===== src/core/apl_map.svh =====
`ifndef APL_MAP_SVH
`define APL_MAP_SVH
// control bytes on the link
`define APL_STX          8'h02
`define APL_ETX          8'h03
`define APL_EOT          8'h04
`define APL_ENQ          8'h05
`define APL_ACK          8'h06
`define APL_NAK          8'h15
`define APL_SPACE        8'h20
// checksum seed
`define APL_CSUM_SEED    8'h00
// response packet characters
`define APL_RSP_LEN_HI   8'h30
`define APL_RSP_LEN_LO   8'h32
`define APL_RSP_CODE_HI  8'h41
`define APL_OK_CODE_LO   8'h30
`define APL_FAIL_CODE_LO 8'h32
`define APL_OK_CSUM_HI   8'h32
`define APL_OK_CSUM_LO   8'h44
`define APL_FAIL_CSUM_HI 8'h32
`define APL_FAIL_CSUM_LO 8'h42
// field sizes
`define APL_CMD_CHARS    4
`define APL_MAX_DATA     251
// session timeout
`define APL_TIMEOUT_MS   2000
`define APL_CLK_MHZ      125
`define APL_TIMEOUT_CYC  (`APL_TIMEOUT_MS * 1000 * `APL_CLK_MHZ)
`endif


===== src/core/apl_pkg.sv =====
package apl_pkg;
    typedef enum {
        APL_DEV_IDLE,
        APL_DEV_SEND_ACK,
        APL_DEV_WAIT_PKT,
        APL_DEV_RX_PKT,
        APL_DEV_SEND_RSP,
        APL_DEV_WAIT_DACK,
        APL_DEV_SEND_DATA
    } apl_dev_state_t;
    typedef enum {
        APL_CLI_IDLE,
        APL_CLI_SEND_ENQ,
        APL_CLI_WAIT_ACK,
        APL_CLI_SEND_PKT,
        APL_CLI_WAIT_RSP,
        APL_CLI_SEND_DACK,
        APL_CLI_WAIT_DATA,
        APL_CLI_SEND_EOT
    } apl_cli_state_t;
endpackage


===== src/core/apl_link_if.sv =====
`timescale 1ns/1ns
// byte-level half-duplex link; each direction is a valid/ready byte stream
interface apl_link_if;
    logic       c2dValid;
    logic       c2dReady;
    logic [7:0] c2dData;
    logic       d2cValid;
    logic       d2cReady;
    logic [7:0] d2cData;
    modport device (
        input  c2dValid,
        output c2dReady,
        input  c2dData,
        output d2cValid,
        input  d2cReady,
        output d2cData
    );
    modport client (
        output c2dValid,
        input  c2dReady,
        output c2dData,
        input  d2cValid,
        output d2cReady,
        input  d2cData
    );
endinterface


===== src/core/apl_device.sv =====
`timescale 1ns/1ns
`include "apl_map.svh"
// Overview of operation
// - checksum is zero minus bytes, low byte; device data packets send 00 instead
// - checksum covers length, command and data; device data packets send a fixed 00 covering nothing
// - checksum sent as two hex characters
// - bad checksum answered with failure packet
// - packets end with end-of-text byte
// - control bytes travel bare, no framing
// - client opens session with enquiry
// - enquiry answered by acknowledge, then wait
// - client sends packet within two seconds
// - silence past timeout gives failure packet
// - executed write answered with success packet
// - malformed or unexecuted packet gets failure
// - after failure client retries or ends; apl_client always ends with EOT and the device has already returned to idle
// - read accepted: success packet comes first
// - only reads return data to client
// - packets begin with start-of-text byte
// - length is two hex characters
// - command four chars, data up to 251
// - data packet follows client acknowledge
module apl_device
    import apl_pkg::*;
#(
    parameter int TIMEOUT_CYC = `APL_TIMEOUT_CYC,
    parameter int FIFO_DEPTH  = 8
) (
    input  wire logic clock,
    input  wire logic rst_n,
    apl_link_if.device link,
    // received packet handed to the user, command and data characters only
    output logic       pktByteValid,
    output logic [7:0] pktByte,
    output logic       pktLast,
    // user verdict on the packet, one-cycle pulses
    input  wire logic  execOk,
    input  wire logic  execFail,
    input  wire logic  execIsRead,
    // read data packet characters from the user, framed by this block
    input  wire logic       rdValid,
    input  wire logic [7:0] rdByte,
    input  wire logic       rdLast,
    output logic            rdReady,
    output logic            sessionOpen
);
    initial begin
        if (TIMEOUT_CYC < 1) $error("apl_device: TIMEOUT_CYC must be positive");
    end
    apl_dev_state_t stateFf;
    logic [31:0]    timerFf;
    logic [3:0]     phaseFf;
    logic [7:0]     csumFf;
    logic [8:0]     lenFf;
    logic [8:0]     cntFf;
    logic [7:0]     rxHiFf;
    logic           okFf;
    logic           readFf;
    logic           badFf;
    logic           waitVerdictFf;
    logic           txValid;
    logic [7:0]     txByte;
    logic           txReady;
    logic           rxTake;
    logic [7:0]     rxB;
    logic [3:0]     nib;
    logic           isHex;
    logic [7:0]     dataCsumFf;
    logic [7:0]     dataLenFf;
    logic           dataDoneFf;
    // ascii hex decode of the incoming byte
    always_comb begin
        nib   = 4'h0;
        isHex = 1'b1;
        if (rxB >= 8'h30 && rxB <= 8'h39) nib = 4'(rxB - 8'h30);
        else if (rxB >= 8'h41 && rxB <= 8'h46) nib = 4'(rxB - 8'h37);
        else if (rxB >= 8'h61 && rxB <= 8'h66) nib = 4'(rxB - 8'h57);
        else isHex = 1'b0;
    end
    function automatic logic [7:0] hexChar(input logic [3:0] n);
        hexChar = (n < 4'hA) ? (8'h30 + {4'h0, n}) : (8'h37 + {4'h0, n});
    endfunction
    assign rxB          = link.c2dData;
    assign link.c2dReady = (stateFf == APL_DEV_IDLE) || (stateFf == APL_DEV_WAIT_PKT)
                         || (stateFf == APL_DEV_RX_PKT && !waitVerdictFf) || (stateFf == APL_DEV_WAIT_DACK);
    assign rxTake       = link.c2dValid && link.c2dReady;
    // outbound bytes pass the fifo so a slow client stalls the framer
    apl_fifo #(.WIDTH(8), .DEPTH(FIFO_DEPTH)) txFifo (
        .clock    (clock),
        .rst_n    (rst_n),
        .inValid  (txValid),
        .inReady  (txReady),
        .inData   (txByte),
        .outValid (link.d2cValid),
        .outReady (link.d2cReady),
        .outData  (link.d2cData)
    );
    // transmit byte generator for ack, responses and data packets
    always_comb begin
        txValid = 1'b0;
        txByte  = `APL_STX;
        rdReady = 1'b0;
        unique case (stateFf)
            APL_DEV_SEND_ACK: begin
                txValid = 1'b1;
                txByte  = `APL_ACK;
            end
            APL_DEV_SEND_RSP: begin
                txValid = 1'b1;
                unique case (phaseFf)
                    4'd0: txByte = `APL_STX;
                    4'd1: txByte = `APL_RSP_LEN_HI;
                    4'd2: txByte = `APL_RSP_LEN_LO;
                    4'd3: txByte = `APL_RSP_CODE_HI;
                    4'd4: txByte = okFf ? `APL_OK_CODE_LO : `APL_FAIL_CODE_LO;
                    4'd5: txByte = okFf ? `APL_OK_CSUM_HI : `APL_FAIL_CSUM_HI;
                    4'd6: txByte = okFf ? `APL_OK_CSUM_LO : `APL_FAIL_CSUM_LO;
                    default: txByte = `APL_ETX;
                endcase
            end
            APL_DEV_SEND_DATA: begin
                // data packet: stx, length, payload, checksum, etx
                txValid = 1'b1;
                unique case (phaseFf)
                    4'd0: txByte = `APL_STX;
                    4'd1: txByte = hexChar(dataLenFf[7:4]);
                    4'd2: txByte = hexChar(dataLenFf[3:0]);
                    4'd3: begin
                        txValid = rdValid;
                        txByte  = rdByte;
                        rdReady = txReady;
                    end
                    4'd4: txByte = hexChar(dataCsumFf[7:4]);
                    4'd5: txByte = hexChar(dataCsumFf[3:0]);
                    default: txByte = `APL_ETX;
                endcase
            end
            default: ;
        endcase
    end
    // session sequencer
    always_ff @(posedge clock or negedge rst_n) begin
        if (!rst_n) begin
            stateFf       <= APL_DEV_IDLE;
            phaseFf       <= 4'd0;
            okFf          <= 1'b0;
            readFf        <= 1'b0;
            waitVerdictFf <= 1'b0;
            dataDoneFf    <= 1'b0;
        end else begin
            unique case (stateFf)
                APL_DEV_IDLE: if (rxTake && rxB == `APL_ENQ) stateFf <= APL_DEV_SEND_ACK;
                APL_DEV_SEND_ACK: if (txReady) stateFf <= APL_DEV_WAIT_PKT;
                APL_DEV_WAIT_PKT: begin
                    if (rxTake && rxB == `APL_EOT) stateFf <= APL_DEV_IDLE;
                    else if (rxTake && rxB == `APL_STX) stateFf <= APL_DEV_RX_PKT;
                    else if (timerFf == 32'd0) begin
                        okFf    <= 1'b0;
                        phaseFf <= 4'd0;
                        stateFf <= APL_DEV_SEND_RSP;
                    end
                end
                APL_DEV_RX_PKT: begin
                    if (waitVerdictFf) begin
                        if (execOk || execFail) begin
                            waitVerdictFf <= 1'b0;
                            okFf          <= execOk && !execFail;
                            readFf        <= execOk && !execFail && execIsRead;
                            phaseFf       <= 4'd0;
                            stateFf       <= APL_DEV_SEND_RSP;
                        end
                    end else if (rxTake && rxB == `APL_ETX) begin
                        phaseFf <= 4'd0;
                        if (badFf || cntFf != lenFf + 9'd4 || rxHiFf != csumFf) begin
                            okFf    <= 1'b0;
                            stateFf <= APL_DEV_SEND_RSP;
                        end else begin
                            waitVerdictFf <= 1'b1;
                        end
                    end else if (timerFf == 32'd0) begin
                        okFf    <= 1'b0;
                        phaseFf <= 4'd0;
                        stateFf <= APL_DEV_SEND_RSP;
                    end
                end
                APL_DEV_SEND_RSP: if (txReady) begin
                    phaseFf <= phaseFf + 4'd1;
                    if (phaseFf == 4'd7) begin
                        // failure drops the session to idle; any retry needs a fresh enquiry
                        stateFf <= !okFf ? APL_DEV_IDLE : (readFf ? APL_DEV_WAIT_DACK : APL_DEV_WAIT_PKT);
                    end
                end
                APL_DEV_WAIT_DACK: begin
                    if (rxTake && rxB == `APL_ACK) begin
                        phaseFf    <= 4'd0;
                        dataDoneFf <= 1'b0;
                        stateFf    <= APL_DEV_SEND_DATA;
                    end else if (rxTake && rxB == `APL_EOT) stateFf <= APL_DEV_IDLE;
                end
                APL_DEV_SEND_DATA: begin
                    if (phaseFf == 4'd3) begin
                        if (rdValid && txReady && rdLast) phaseFf <= 4'd4;
                    end else if (txReady) begin
                        phaseFf <= phaseFf + 4'd1;
                        if (phaseFf == 4'd6) begin
                            readFf  <= 1'b0;
                            stateFf <= APL_DEV_WAIT_PKT;
                        end
                    end
                end
                default: stateFf <= APL_DEV_IDLE;
            endcase
        end
    end
    // inbound packet parser: length, checksum, character count
    always_ff @(posedge clock or negedge rst_n) begin
        if (!rst_n) begin
            csumFf <= `APL_CSUM_SEED;
            lenFf  <= 9'd0;
            cntFf  <= 9'd0;
            rxHiFf <= 8'h00;
            badFf  <= 1'b0;
        end else if (stateFf != APL_DEV_RX_PKT) begin
            csumFf <= `APL_CSUM_SEED;
            cntFf  <= 9'd0;
            badFf  <= 1'b0;
        end else if (rxTake && rxB != `APL_ETX) begin
            cntFf <= cntFf + 9'd1;
            if (cntFf < 9'd2) begin
                lenFf <= {1'b0, lenFf[3:0], nib};
                if (!isHex) badFf <= 1'b1;
            end
            // last two chars are the checksum, held back from the sum
            if (cntFf >= 9'd2 && cntFf >= lenFf + 9'd2) begin
                rxHiFf <= {rxHiFf[3:0], nib};
                if (!isHex) badFf <= 1'b1;
            end else begin
                csumFf <= csumFf - rxB;
            end
            if (cntFf == 9'd2 + 9'd4 + 9'(`APL_MAX_DATA) + 9'd2) badFf <= 1'b1;
            if (cntFf == 9'd1 && lenFf[3:0] == 4'h0 && nib < 4'(`APL_CMD_CHARS)) badFf <= 1'b1;
        end
    end
    // user handoff of command and data characters
    always_ff @(posedge clock or negedge rst_n) begin
        if (!rst_n) begin
            pktByteValid <= 1'b0;
            pktByte      <= 8'h00;
            pktLast      <= 1'b0;
            sessionOpen  <= 1'b0;
        end else begin
            pktByteValid <= stateFf == APL_DEV_RX_PKT && rxTake && rxB != `APL_ETX
                            && cntFf >= 9'd2 && cntFf < lenFf + 9'd2;
            pktByte      <= rxB;
            pktLast      <= cntFf + 9'd1 == lenFf + 9'd2;
            sessionOpen  <= stateFf != APL_DEV_IDLE;
        end
    end
    // timeout restarts on any received character
    always_ff @(posedge clock or negedge rst_n) begin
        if (!rst_n) begin
            timerFf <= 32'(TIMEOUT_CYC);
        end else if (rxTake || !(stateFf == APL_DEV_WAIT_PKT || stateFf == APL_DEV_RX_PKT) || waitVerdictFf) begin
            timerFf <= 32'(TIMEOUT_CYC);
        end else if (timerFf != 32'd0) begin
            timerFf <= timerFf - 32'd1;
        end
    end
    // read data length and checksum are never collected; both stay zero, cleared while waiting for the data acknowledge
    always_ff @(posedge clock or negedge rst_n) begin
        if (!rst_n) begin
            dataCsumFf <= `APL_CSUM_SEED;
            dataLenFf  <= 8'h00;
        end else if (stateFf == APL_DEV_WAIT_DACK) begin
            dataCsumFf <= `APL_CSUM_SEED;
            dataLenFf  <= 8'h00;
        end
    end
endmodule


===== src/core/apl_fifo.sv =====
`timescale 1ns/1ns
module apl_fifo #(
    parameter int WIDTH = 8,
    parameter int DEPTH = 8
) (
    input  wire logic             clock,
    input  wire logic             rst_n,
    input  wire logic             inValid,
    output logic                  inReady,
    input  wire logic [WIDTH-1:0] inData,
    output logic                  outValid,
    input  wire logic             outReady,
    output logic      [WIDTH-1:0] outData
);
    localparam int AW = $clog2(DEPTH);
    initial begin
        if (DEPTH < 2 || (1 << AW) != DEPTH) $error("apl_fifo: DEPTH must be a power of two >= 2");
    end
    logic [WIDTH-1:0] memFf [DEPTH];
    logic [AW:0]      wrPtrFf;
    logic [AW:0]      rdPtrFf;
    logic             doWr;
    logic             doRd;
    // full when pointers differ only in the wrap bit
    assign inReady  = !((wrPtrFf[AW] != rdPtrFf[AW]) && (wrPtrFf[AW-1:0] == rdPtrFf[AW-1:0]));
    assign outValid = wrPtrFf != rdPtrFf;
    assign outData  = memFf[rdPtrFf[AW-1:0]];
    assign doWr     = inValid && inReady;
    assign doRd     = outValid && outReady;
    // storage has no reset; only pointers matter
    always_ff @(posedge clock) begin
        if (doWr) begin
            memFf[wrPtrFf[AW-1:0]] <= inData;
        end
    end
    always_ff @(posedge clock or negedge rst_n) begin
        if (!rst_n) begin
            wrPtrFf <= '0;
            rdPtrFf <= '0;
        end else begin
            if (doWr) begin
                wrPtrFf <= wrPtrFf + 1'b1;
            end
            if (doRd) begin
                rdPtrFf <= rdPtrFf + 1'b1;
            end
        end
    end
endmodule


===== src/flat_wrapper.sv =====
// flat-port wrapper written by rule: the top's interface ports become plain ports
module apl_device_flat import apl_pkg::*;
#(
    parameter int TIMEOUT_CYC = `APL_TIMEOUT_CYC,
    parameter int FIFO_DEPTH  = 8
)
  (clock, rst_n, pktByteValid, pktByte, pktLast, execOk, execFail, execIsRead, rdValid, rdByte, rdLast, rdReady, sessionOpen, link_c2dValid, link_c2dReady, link_c2dData, link_d2cValid, link_d2cReady, link_d2cData);
  apl_link_if link_i ();
  input  wire logic clock;
  input  wire logic rst_n;
  output logic pktByteValid;
  output logic [7:0] pktByte;
  output logic pktLast;
  input  wire logic execOk;
  input  wire logic execFail;
  input  wire logic execIsRead;
  input  wire logic rdValid;
  input  wire logic [7:0] rdByte;
  input  wire logic rdLast;
  output logic rdReady;
  output logic sessionOpen;
  input wire logic [$bits(link_i.c2dValid)-1:0] link_c2dValid;
  output wire logic [$bits(link_i.c2dReady)-1:0] link_c2dReady;
  input wire logic [$bits(link_i.c2dData)-1:0] link_c2dData;
  output wire logic [$bits(link_i.d2cValid)-1:0] link_d2cValid;
  input wire logic [$bits(link_i.d2cReady)-1:0] link_d2cReady;
  output wire logic [$bits(link_i.d2cData)-1:0] link_d2cData;
  assign link_i.c2dValid = link_c2dValid;
  assign link_c2dReady = link_i.c2dReady;
  assign link_i.c2dData = link_c2dData;
  assign link_d2cValid = link_i.d2cValid;
  assign link_i.d2cReady = link_d2cReady;
  assign link_d2cData = link_i.d2cData;
  apl_device #(.TIMEOUT_CYC(TIMEOUT_CYC), .FIFO_DEPTH(FIFO_DEPTH)) u_core (.clock(clock), .rst_n(rst_n), .link(link_i), .pktByteValid(pktByteValid), .pktByte(pktByte), .pktLast(pktLast), .execOk(execOk), .execFail(execFail), .execIsRead(execIsRead), .rdValid(rdValid), .rdByte(rdByte), .rdLast(rdLast), .rdReady(rdReady), .sessionOpen(sessionOpen));
endmodule

===== config.mk =====
export PLATFORM = sky130hd
export DESIGN_NAME = apl_device_flat
export DESIGN_NICKNAME = d
export VERILOG_FILES = /design/src/core/apl_pkg.sv /design/src/core/apl_link_if.sv /design/src/core/apl_device.sv /design/src/core/apl_fifo.sv /design/src/flat_wrapper.sv
export VERILOG_INCLUDE_DIRS = /design/src /design/src/core
export SDC_FILE = /design/constraint.sdc
export NUM_CORES = 1
export LEC_CHECK = 0
export BUFFER_PORTS_ARGS = -buffer_cell sky130_fd_sc_hd__buf_2
export CORE_AREA = 2 2 168 170
export CTS_CLUSTER_DIAMETER = 50
export DETAILED_ROUTE_END_ITERATION = 6
export DIE_AREA = 0 0 170 172
export GPL_TIMING_DRIVEN = 0
export PLACE_DENSITY_LB_ADDON = 0.3
export SYNTH_ARGS = -nofsm -noshare
export SYNTH_HDL_FRONTEND = slang
export SYNTH_SLANG_ARGS = --single-unit

===== constraint.sdc =====
create_clock -name clock -period 4.9 [get_ports clock]
set_clock_uncertainty 0.05 [all_clocks]
set_input_delay 0.245 -clock clock [delete_from_list [all_inputs] [get_ports clock]]
set_output_delay 0.245 -clock clock [all_outputs]
set_load 0.05 [all_outputs]

==> impl_metrics.tcl, run 1 <==
set metrics [dict create \
    ys.flop_type "dfrtp_1" \
    drt-total-wl_um 20700 \
    whs_path_depth 3 \
    placedInstanceArea_mm2 0.0103 \
    path_clk_slew_ns 0.07 \
    grt_max_degree 99 \
    cts_tree "built" \
    setup_viol 0 \
    wl_met1_um 9500 \
    p_int_w 0.00248 \
    whs_ns 0.0547 \
    tightest_slew_ns 0.982 \
    num_vias 6486 \
    ys_types 73 \
    start_kind "register" \
    drc 0 \
    p_comb_share_pct 12.7 \
    clock_latency_ns 0.44 \
    grt-ovfl-total 0 \
    crit_fanout 8 \
    period_minus_slack_ns 3.74 \
    synthTopCellsByCount "dfrtp_1 (111), nor2_1 (74), edfxtp_1 (64)" \
    top_layer "met5" \
    pre_cts_ws_ns 1.18 \
    synthArstFlopShare_pct 66.0 \
    reg2regPathDepth 10 \
    crit_required_ns 5.17 \
    place.gp.congestion 0.867 \
    cp-end-kind "register" \
    cts.sinks 188 \
    cts_buffers 17 \
    synth_edf_count 64 \
    p_leak_nw 4.33 \
    grt_pass1_wl_um 33900 \
    max_slew_margin_pct 34.3 \
    htree_num_levels 4 \
    grt_pass1_vias 6561 \
    status "finished clean" \
    crit_arrival_ns 4.01 \
    wl_met2_um 10300 \
    p_sw_share_pct 27.9 \
    setup-tns-final_ns 0 \
    fmax_mhz 267 \
    start_util_pct 34.6 \
    dpl.hpwl_um 14700 \
    min-delay-path-class "input port to register" \
    fin_area_mm2 0.0110 \
    rrSetupSlack_ns 1.16 \
    ys_ff_latch 188 \
    cts_buffer_depth 2 \
    cts-root-buf "clkbuf_16" \
    p_per_area_mw_per_mm2 313 \
    synth_largest_area_cell "dfrtp_1" \
    seqPwrFrac_pct 48.3 \
    ctsResizeCount 0 \
    routed-wl-met3_um 713 \
    first_iter_violations 448 \
    antenna_found_initial 1 \
    maxCapViolCount 0 \
    final_hold_viol_count 0 \
    fp.dieW_um 170 \
    area_growth_pct 15.7 \
    rows 61 \
    dr.pass1.iters 5 \
    drive_gt1_share_pct 16.7 \
    peakVddDrop_v 0.000173 \
    yosysWarnings 0 \
    synth_most_common_cell "dfrtp_1" \
    ios 47 \
    rsz0062_at_grt "false" \
    avgSynthCellArea_um2 11.6 \
    clockPowerShare_pct 39.0 \
    power.switching_w 0.000962 \
    fin_nets 984 \
    ys_seq_area_share_pct 53.0 \
    grt_usage_pct 15.0 \
    die_h_um 172 \
    fp.dieArea_mm2 0.0292 \
    netlist_area_mm2 0.00951 \
    fin_crit_sh_pct 76.3 \
    core_mm2 0.0275 \
    via_per_inst 5.05 \
    io_buffers 46 \
    netlist_top_cells_area "dfrtp_1 (29%), edfxtp_1 (20%), ha_1 (4.3%)" \
    worstSetupPathType "register to register" \
    wl_per_cell_um 16.1 \
    synth.top_cell.area_share_pct 29.2 \
    setup_slack_ns 1.16 \
    antenna_left 0 \
    synth_cells 821 \
    maxSlewViolCount 0 \
]
cell families after synthesis:
| family | share of synthesized area, % |
|---|---|
| XOR/XNOR | 8.01 |
| other | 0.0394 |
| adder cells (fa/ha/maj) | 4.55 |
| flip-flops | 53.0 |
| AND/OR/NAND/NOR | 16.6 |
| AO/OA/AOI/OAI | 8.62 |
| multiplexers | 6.75 |
| buffers and inverters | 2.36 |
timing repair:
| item | CTS | global route |
|---|---|---|
| endpoints found under the setup margin | 0 | 0 |
| hold buffers | 10 | 0 |
| setup buffers | 0 | 0 |
| endpoints found under the hold margin | 36 | 0 |
worst paths after layout:
path,from,to
max in group asynchronous,rst_n,u_core.lenFf[5]
worst max register to register,u_core.lenFf[2],u_core.rxHiFf[7]
min in group asynchronous,rst_n,u_core.pktByte[5]
worst min-delay path,execOk,u_core.okFf
worst max-delay path,u_core.lenFf[2],u_core.rxHiFf[7]
worst min register to register,u_core.txFifo.wrPtrFf[3],u_core.txFifo.wrPtrFf[3]
per-layer routing:
metal	up-vias	global-route usage [%]
li1	3174	-
met5	-	0
met3	15	2.93
met4	2	4.38
met1	3177	19.2
met2	118	25.9
metrics by stage:
step                      cells  util [%]  power, W
after floorplan             849         -   0.00200
after global placement     1241      37.4   0.00212
after detailed placement   1242      37.6   0.00213
after CTS                  1284      40.0   0.00349
after global routing       1284      40.0   0.00359
final                      1285      40.0   0.00345
cells in the final DEF, fill, tap and decap left out, types with 5 or more instances in the layout:
master	count
dfrtp_1	111
nor2_1	74
edfxtp_1	64
nand2_1	59
buf_2	50
xnor2_1	44
xor2_1	43
ha_1	33
conb_1	29
inv_1	27
a21oi_1	26
clkbuf_1	25
mux2_2	25
nand3_1	23
o21ai_0	23
nor4_1	19
nor3_1	18
clkbuf_16	17
nand4_1	16
mux4_2	16
and3_1	14
dfstp_2	13
nand2b_1	12
dlygate4sd3_1	10
nor2b_1	9
o211ai_1	8
a21o_1	7
or4_1	7
a22o_1	7
and4_1	6
a31oi_1	6
nor3b_1	5
or3_1	5
flip-flops by register name, indices dropped and copies added (netlist names), 4 cells and up:
register               flops
u_core.txFifo.memFf       64
u_core.stateFf            32
u_core.timerFf            32
u_core.cntFf               9
u_core.csumFf              8
u_core.lenFf               8
u_core.pktByte             8
u_core.rxHiFf              8
u_core.phaseFf             4
u_core.txFifo.rdPtrFf      4
u_core.txFifo.wrPtrFf      4
area by class of cell:
| class | instances | area [um2] |
|---|---|---|
| Fill cell | 2636 | 16500 |
| Sequential cell | 188 | 5040 |
| Multi-Input combinational cell | 603 | 4360 |
| Tap cell | 346 | 433 |
| Clock buffer | 18 | 429 |
| Timing Repair Buffer | 57 | 364 |
| Clock inverter | 14 | 146 |
| Buffer | 31 | 123 |
| Inverter | 27 | 101 |
| Antenna cell | 1 | 2.50 |
critical path, cell delays in order, from the launching register on:
cell and delay [ns]:
dfrtp_1 0.52, ha_1 0.20, clkbuf_1 0.33, nand4_1 0.17
xor2_1 0.39, ha_1 0.34, a211o_1 0.27, o21ai_0 0.16
a21oi_1 0.11, o21bai_1 0.67, mux2_2 0.41
power groups by stage:
| stage | registers (W) | clock network [W] | logic [W] |
|---|---|---|---|
| after floorplan | 0.00171 | 0 | 0.000290 |
| after global placement | 0.00170 | 0 | 0.000428 |
| after detailed placement | 0.00170 | 0 | 0.000434 |
| after CTS | 0.00166 | 0.00138 | 0.000445 |
| after global routing | 0.00167 | 0.00145 | 0.000474 |
| final | 0.00166 | 0.00134 | 0.000437 |
Note: power is estimated with default switching activity, not from simulation.
==> run 2: changes to the inputs <==
- ABC_AREA: unset -> 1
- CORE_AREA: 2 2 168 170 -> 2 2 172 174
- DIE_AREA: 0 0 170 172 -> 0 0 174 176
- clock period: 4.9 -> 3.3 ns (I/O delays scaled with it)
==> run 2 against run 1 <==
Effect of this change:
- combinational power rose to 2.8 times the previous value
- fmax up 24%
- flip-flop and latch count unchanged
- synthesized cell count up 40%
- critical endpoint is now u_core.txFifo.memFf[5][2]
- largest cell class unchanged
==> impl_metrics.tcl, run 2 <==
set metrics [dict create \
    status "finished clean" \
    yosysWarnings 0 \
    grt_util_met3_pct 2.63 \
    cts-root-buf "clkbuf_16" \
    start_kind "register" \
    cts.sinks 188 \
    worstSetupPathType "register to register" \
    tightest_slew_ns 0.774 \
    ys.flop_type "dfrtp_1" \
    max_slew_margin_pct 48.1 \
    synthTopCellsByCount "nand2_1 (187), nor2_1 (180), inv_1 (130)" \
    fmax_mhz 332 \
    final_cell_mix "nand2_1 (186), nor2_1 (177), inv_1 (130), dfrtp_1 (109), nand3_1 (90)" \
    whs_ns 0.0502 \
    cts_buffers 17 \
    num_vias 8015 \
    core_mm2 0.0285 \
    p_comb_share_pct 21.5 \
    synth_cells 1152 \
    dpl.hpwl_um 17200 \
    ys_types 52 \
    whs_path_depth 4 \
    area_growth_pct 16.5 \
    avgSynthCellArea_um2 8.67 \
    fin_crit_sh_pct 91.3 \
    fp.dieArea_mm2 0.0306 \
    slowest_delay_ns 0.61 \
    p_int_w 0.00378 \
    antenna_left 0 \
    p_per_area_mw_per_mm2 495 \
    ios 47 \
    synth_most_common_cell "nand2_1" \
    fin_nets 1320 \
    clockPowerShare_pct 35.7 \
    drt-total-wl_um 23500 \
    via_per_inst 4.83 \
    largest_reg_flops 64 \
    min-delay-path-class "input port to register" \
    fp.dieW_um 174 \
    layout_commonest_cell "nand2_1" \
    final_hold_viol_count 0 \
    peakVddDrop_v 0.000255 \
    final_util_pct 40.8 \
    io_buffers 46 \
    antenna_found_initial 0 \
    grt-ovfl-total 0 \
    start_util_pct 35.0 \
    crit_fanout 10 \
    n_antenna_cell 0 \
    synth_largest_area_cell "dfrtp_1" \
    worst_path_max_delay_cell "nor3_2" \
    ys_ff_latch 188 \
    crit_required_ns 3.31 \
    netlist_area_mm2 0.00999 \
    clock_latency_ns 0.44 \
    p_leak_nw 5.16 \
    drive_gt1_share_pct 12.9 \
    dr.pass1.iters 7 \
    use_met1_pct 21.5 \
    first_iter_violations 486 \
    maxSlewViolCount 0 \
    reg2regPathDepth 12 \
    synth_edf_count 64 \
    place.gp.congestion 0.898 \
    met2_usage_pct 25.5 \
    top_usage_layer "met2" \
    rows 62 \
    wl_per_cell_um 14.2 \
    cts_tree "built" \
    grt_pass1_wl_um 38600 \
    rrSetupSlack_ns 0.29 \
    crit_arrival_ns 3.03 \
    maxCapViolCount 0 \
    drc 0 \
    cp-end-kind "register" \
    grt_max_degree 83 \
    power.switching_w 0.00198 \
    grt_pass1_vias 7614 \
    synthArstFlopShare_pct 66.0 \
    synth.top_cell.area_share_pct 27.8 \
    p_sw_share_pct 34.4 \
    period_minus_slack_ns 3.01 \
    seqPwrFrac_pct 42.9 \
    setup_viol 0 \
    ys_seq_area_share_pct 50.4 \
    cts_buffer_depth 2 \
    setup-tns-final_ns 0 \
    die_h_um 176 \
    netlist_top_cells_area "dfrtp_1 (28%), edfxtp_1 (19%), nand2_1 (7.0%)" \
    cp_cell_sequence "nor2_1 -> nand2_1 -> nor2_1 -> nand2_2 -> nor2_1 -> nand2_2 -> inv_2 -> buf_4 -> a21oi_2 -> a21oi_2 -> nand2_2 -> nor3_2" \
    htree_num_levels 4 \
    path_clk_slew_ns 0.07 \
    grt_usage_pct 15.8 \
    power.total_w 0.00577 \
]
==> run 2: cell types whose count changed in the layout (fill, tap and decap cells not counted), sizes merged, moves of 16 or more <==
cell   delta
nand2   +135
nor2    +117
inv     +112
nand3    +67
o21ai    +65
xnor2    -30
mux2     -25
mux4     -16
==> run 2: power groups by stage <==
stage                     clock (W)  combinational [W]  sequential (W)
after global placement            0            0.00121         0.00252
after CTS                   0.00210            0.00124         0.00247
after floorplan                   0           0.000836         0.00253
final                       0.00206            0.00124         0.00247
after global routing        0.00220            0.00136         0.00248
after detailed placement          0            0.00123         0.00252
==> run 2: timing repair <==
action,CTS,global route
hold endpoints to repair,52,0
endpoints found under the setup margin,32,62
pin swaps,0,1
hold buffers,12,0
gates resized for setup,1,14
buffers inserted,0,2
==> run 2: layout make-up <==
| cell class | instances | area (um2) |
|---|---|---|
| buffer | 20 | 100 |
| timing repair buffer | 62 | 407 |
| inverter | 142 | 533 |
| fill | 2885 | 16900 |
| tap | 384 | 480 |
| multi-input combinational | 830 | 4480 |
| clock buffer | 17 | 425 |
| clock inverter | 15 | 171 |
| sequential | 188 | 5040 |
==> run 2: worst max-delay path: cells and delay by family (launching register included) <==
family | cells | cell delay [ns]
AOI/OAI and AO/OA | 2 | 0.30
DFF | 1 | 0.36
and+or+nand+nor | 8 | 1.67
buffers and inverters | 2 | 0.28
==> run 2: path summary, 6_finish.rpt <==
| path | start | to |
|---|---|---|
| setup / recovery | u_core.stateFf[20] | u_core.txFifo.memFf[5][2] |
| hold / removal | execOk | u_core.waitVerdictFf |
| setup reg to reg | u_core.stateFf[20] | u_core.txFifo.memFf[5][2] |
| hold reg to reg | u_core.txFifo.rdPtrFf[3] | u_core.txFifo.rdPtrFf[3] |
| max in group asynchronous | rst_n | u_core.timerFf[9] |
| min in group asynchronous | rst_n | u_core.pktByte[1] |
==> run 2: logic make-up after synthesis <==
| logic type | after synthesis | share of synthesized area, % |
|---|---|---|
| AO/OA/AOI/OAI | 166 | 9.55 |
| XOR/XNOR | 54 | 4.73 |
| adder cells (fa/ha/maj) | 34 | 4.33 |
| buffers and inverters | 162 | 6.31 |
| flip-flops | 188 | 50.4 |
| multiplexers | 1 | 0.100 |
| other | 1 | 0.0375 |
| AND/OR/NAND/NOR | 546 | 24.5 |
==> run 2: stage by stage <==
| step | area (um2) | instances | worst slack, ns |
|---|---|---|---|
| 4_1_cts | 11600 | 1655 | -0.179 |
| 2_1_floorplan | 10100 | 1180 | 0.613 |
| 5_1_grt | 11600 | 1658 | -0.0175 |
| 3_5_place_dp | 10800 | 1611 | -0.166 |
| 6_report | 11600 | 1658 | 0.288 |
| 3_3_place_gp | 10800 | 1610 | -0.136 |
==> run 2: metal layers <==
| layer | up-vias | part of all wire (%) | wire length (um) |
|---|---|---|---|
| met1 | 3789 | 48 | 11300 |
| met3 | 28 | 3.8 | 891 |
| met4 | 0 | 2.2 | 510 |
| met5 | - | 0 | 0 |
| li1 | 4034 | - | - |
| met2 | 164 | 46 | 10800 |
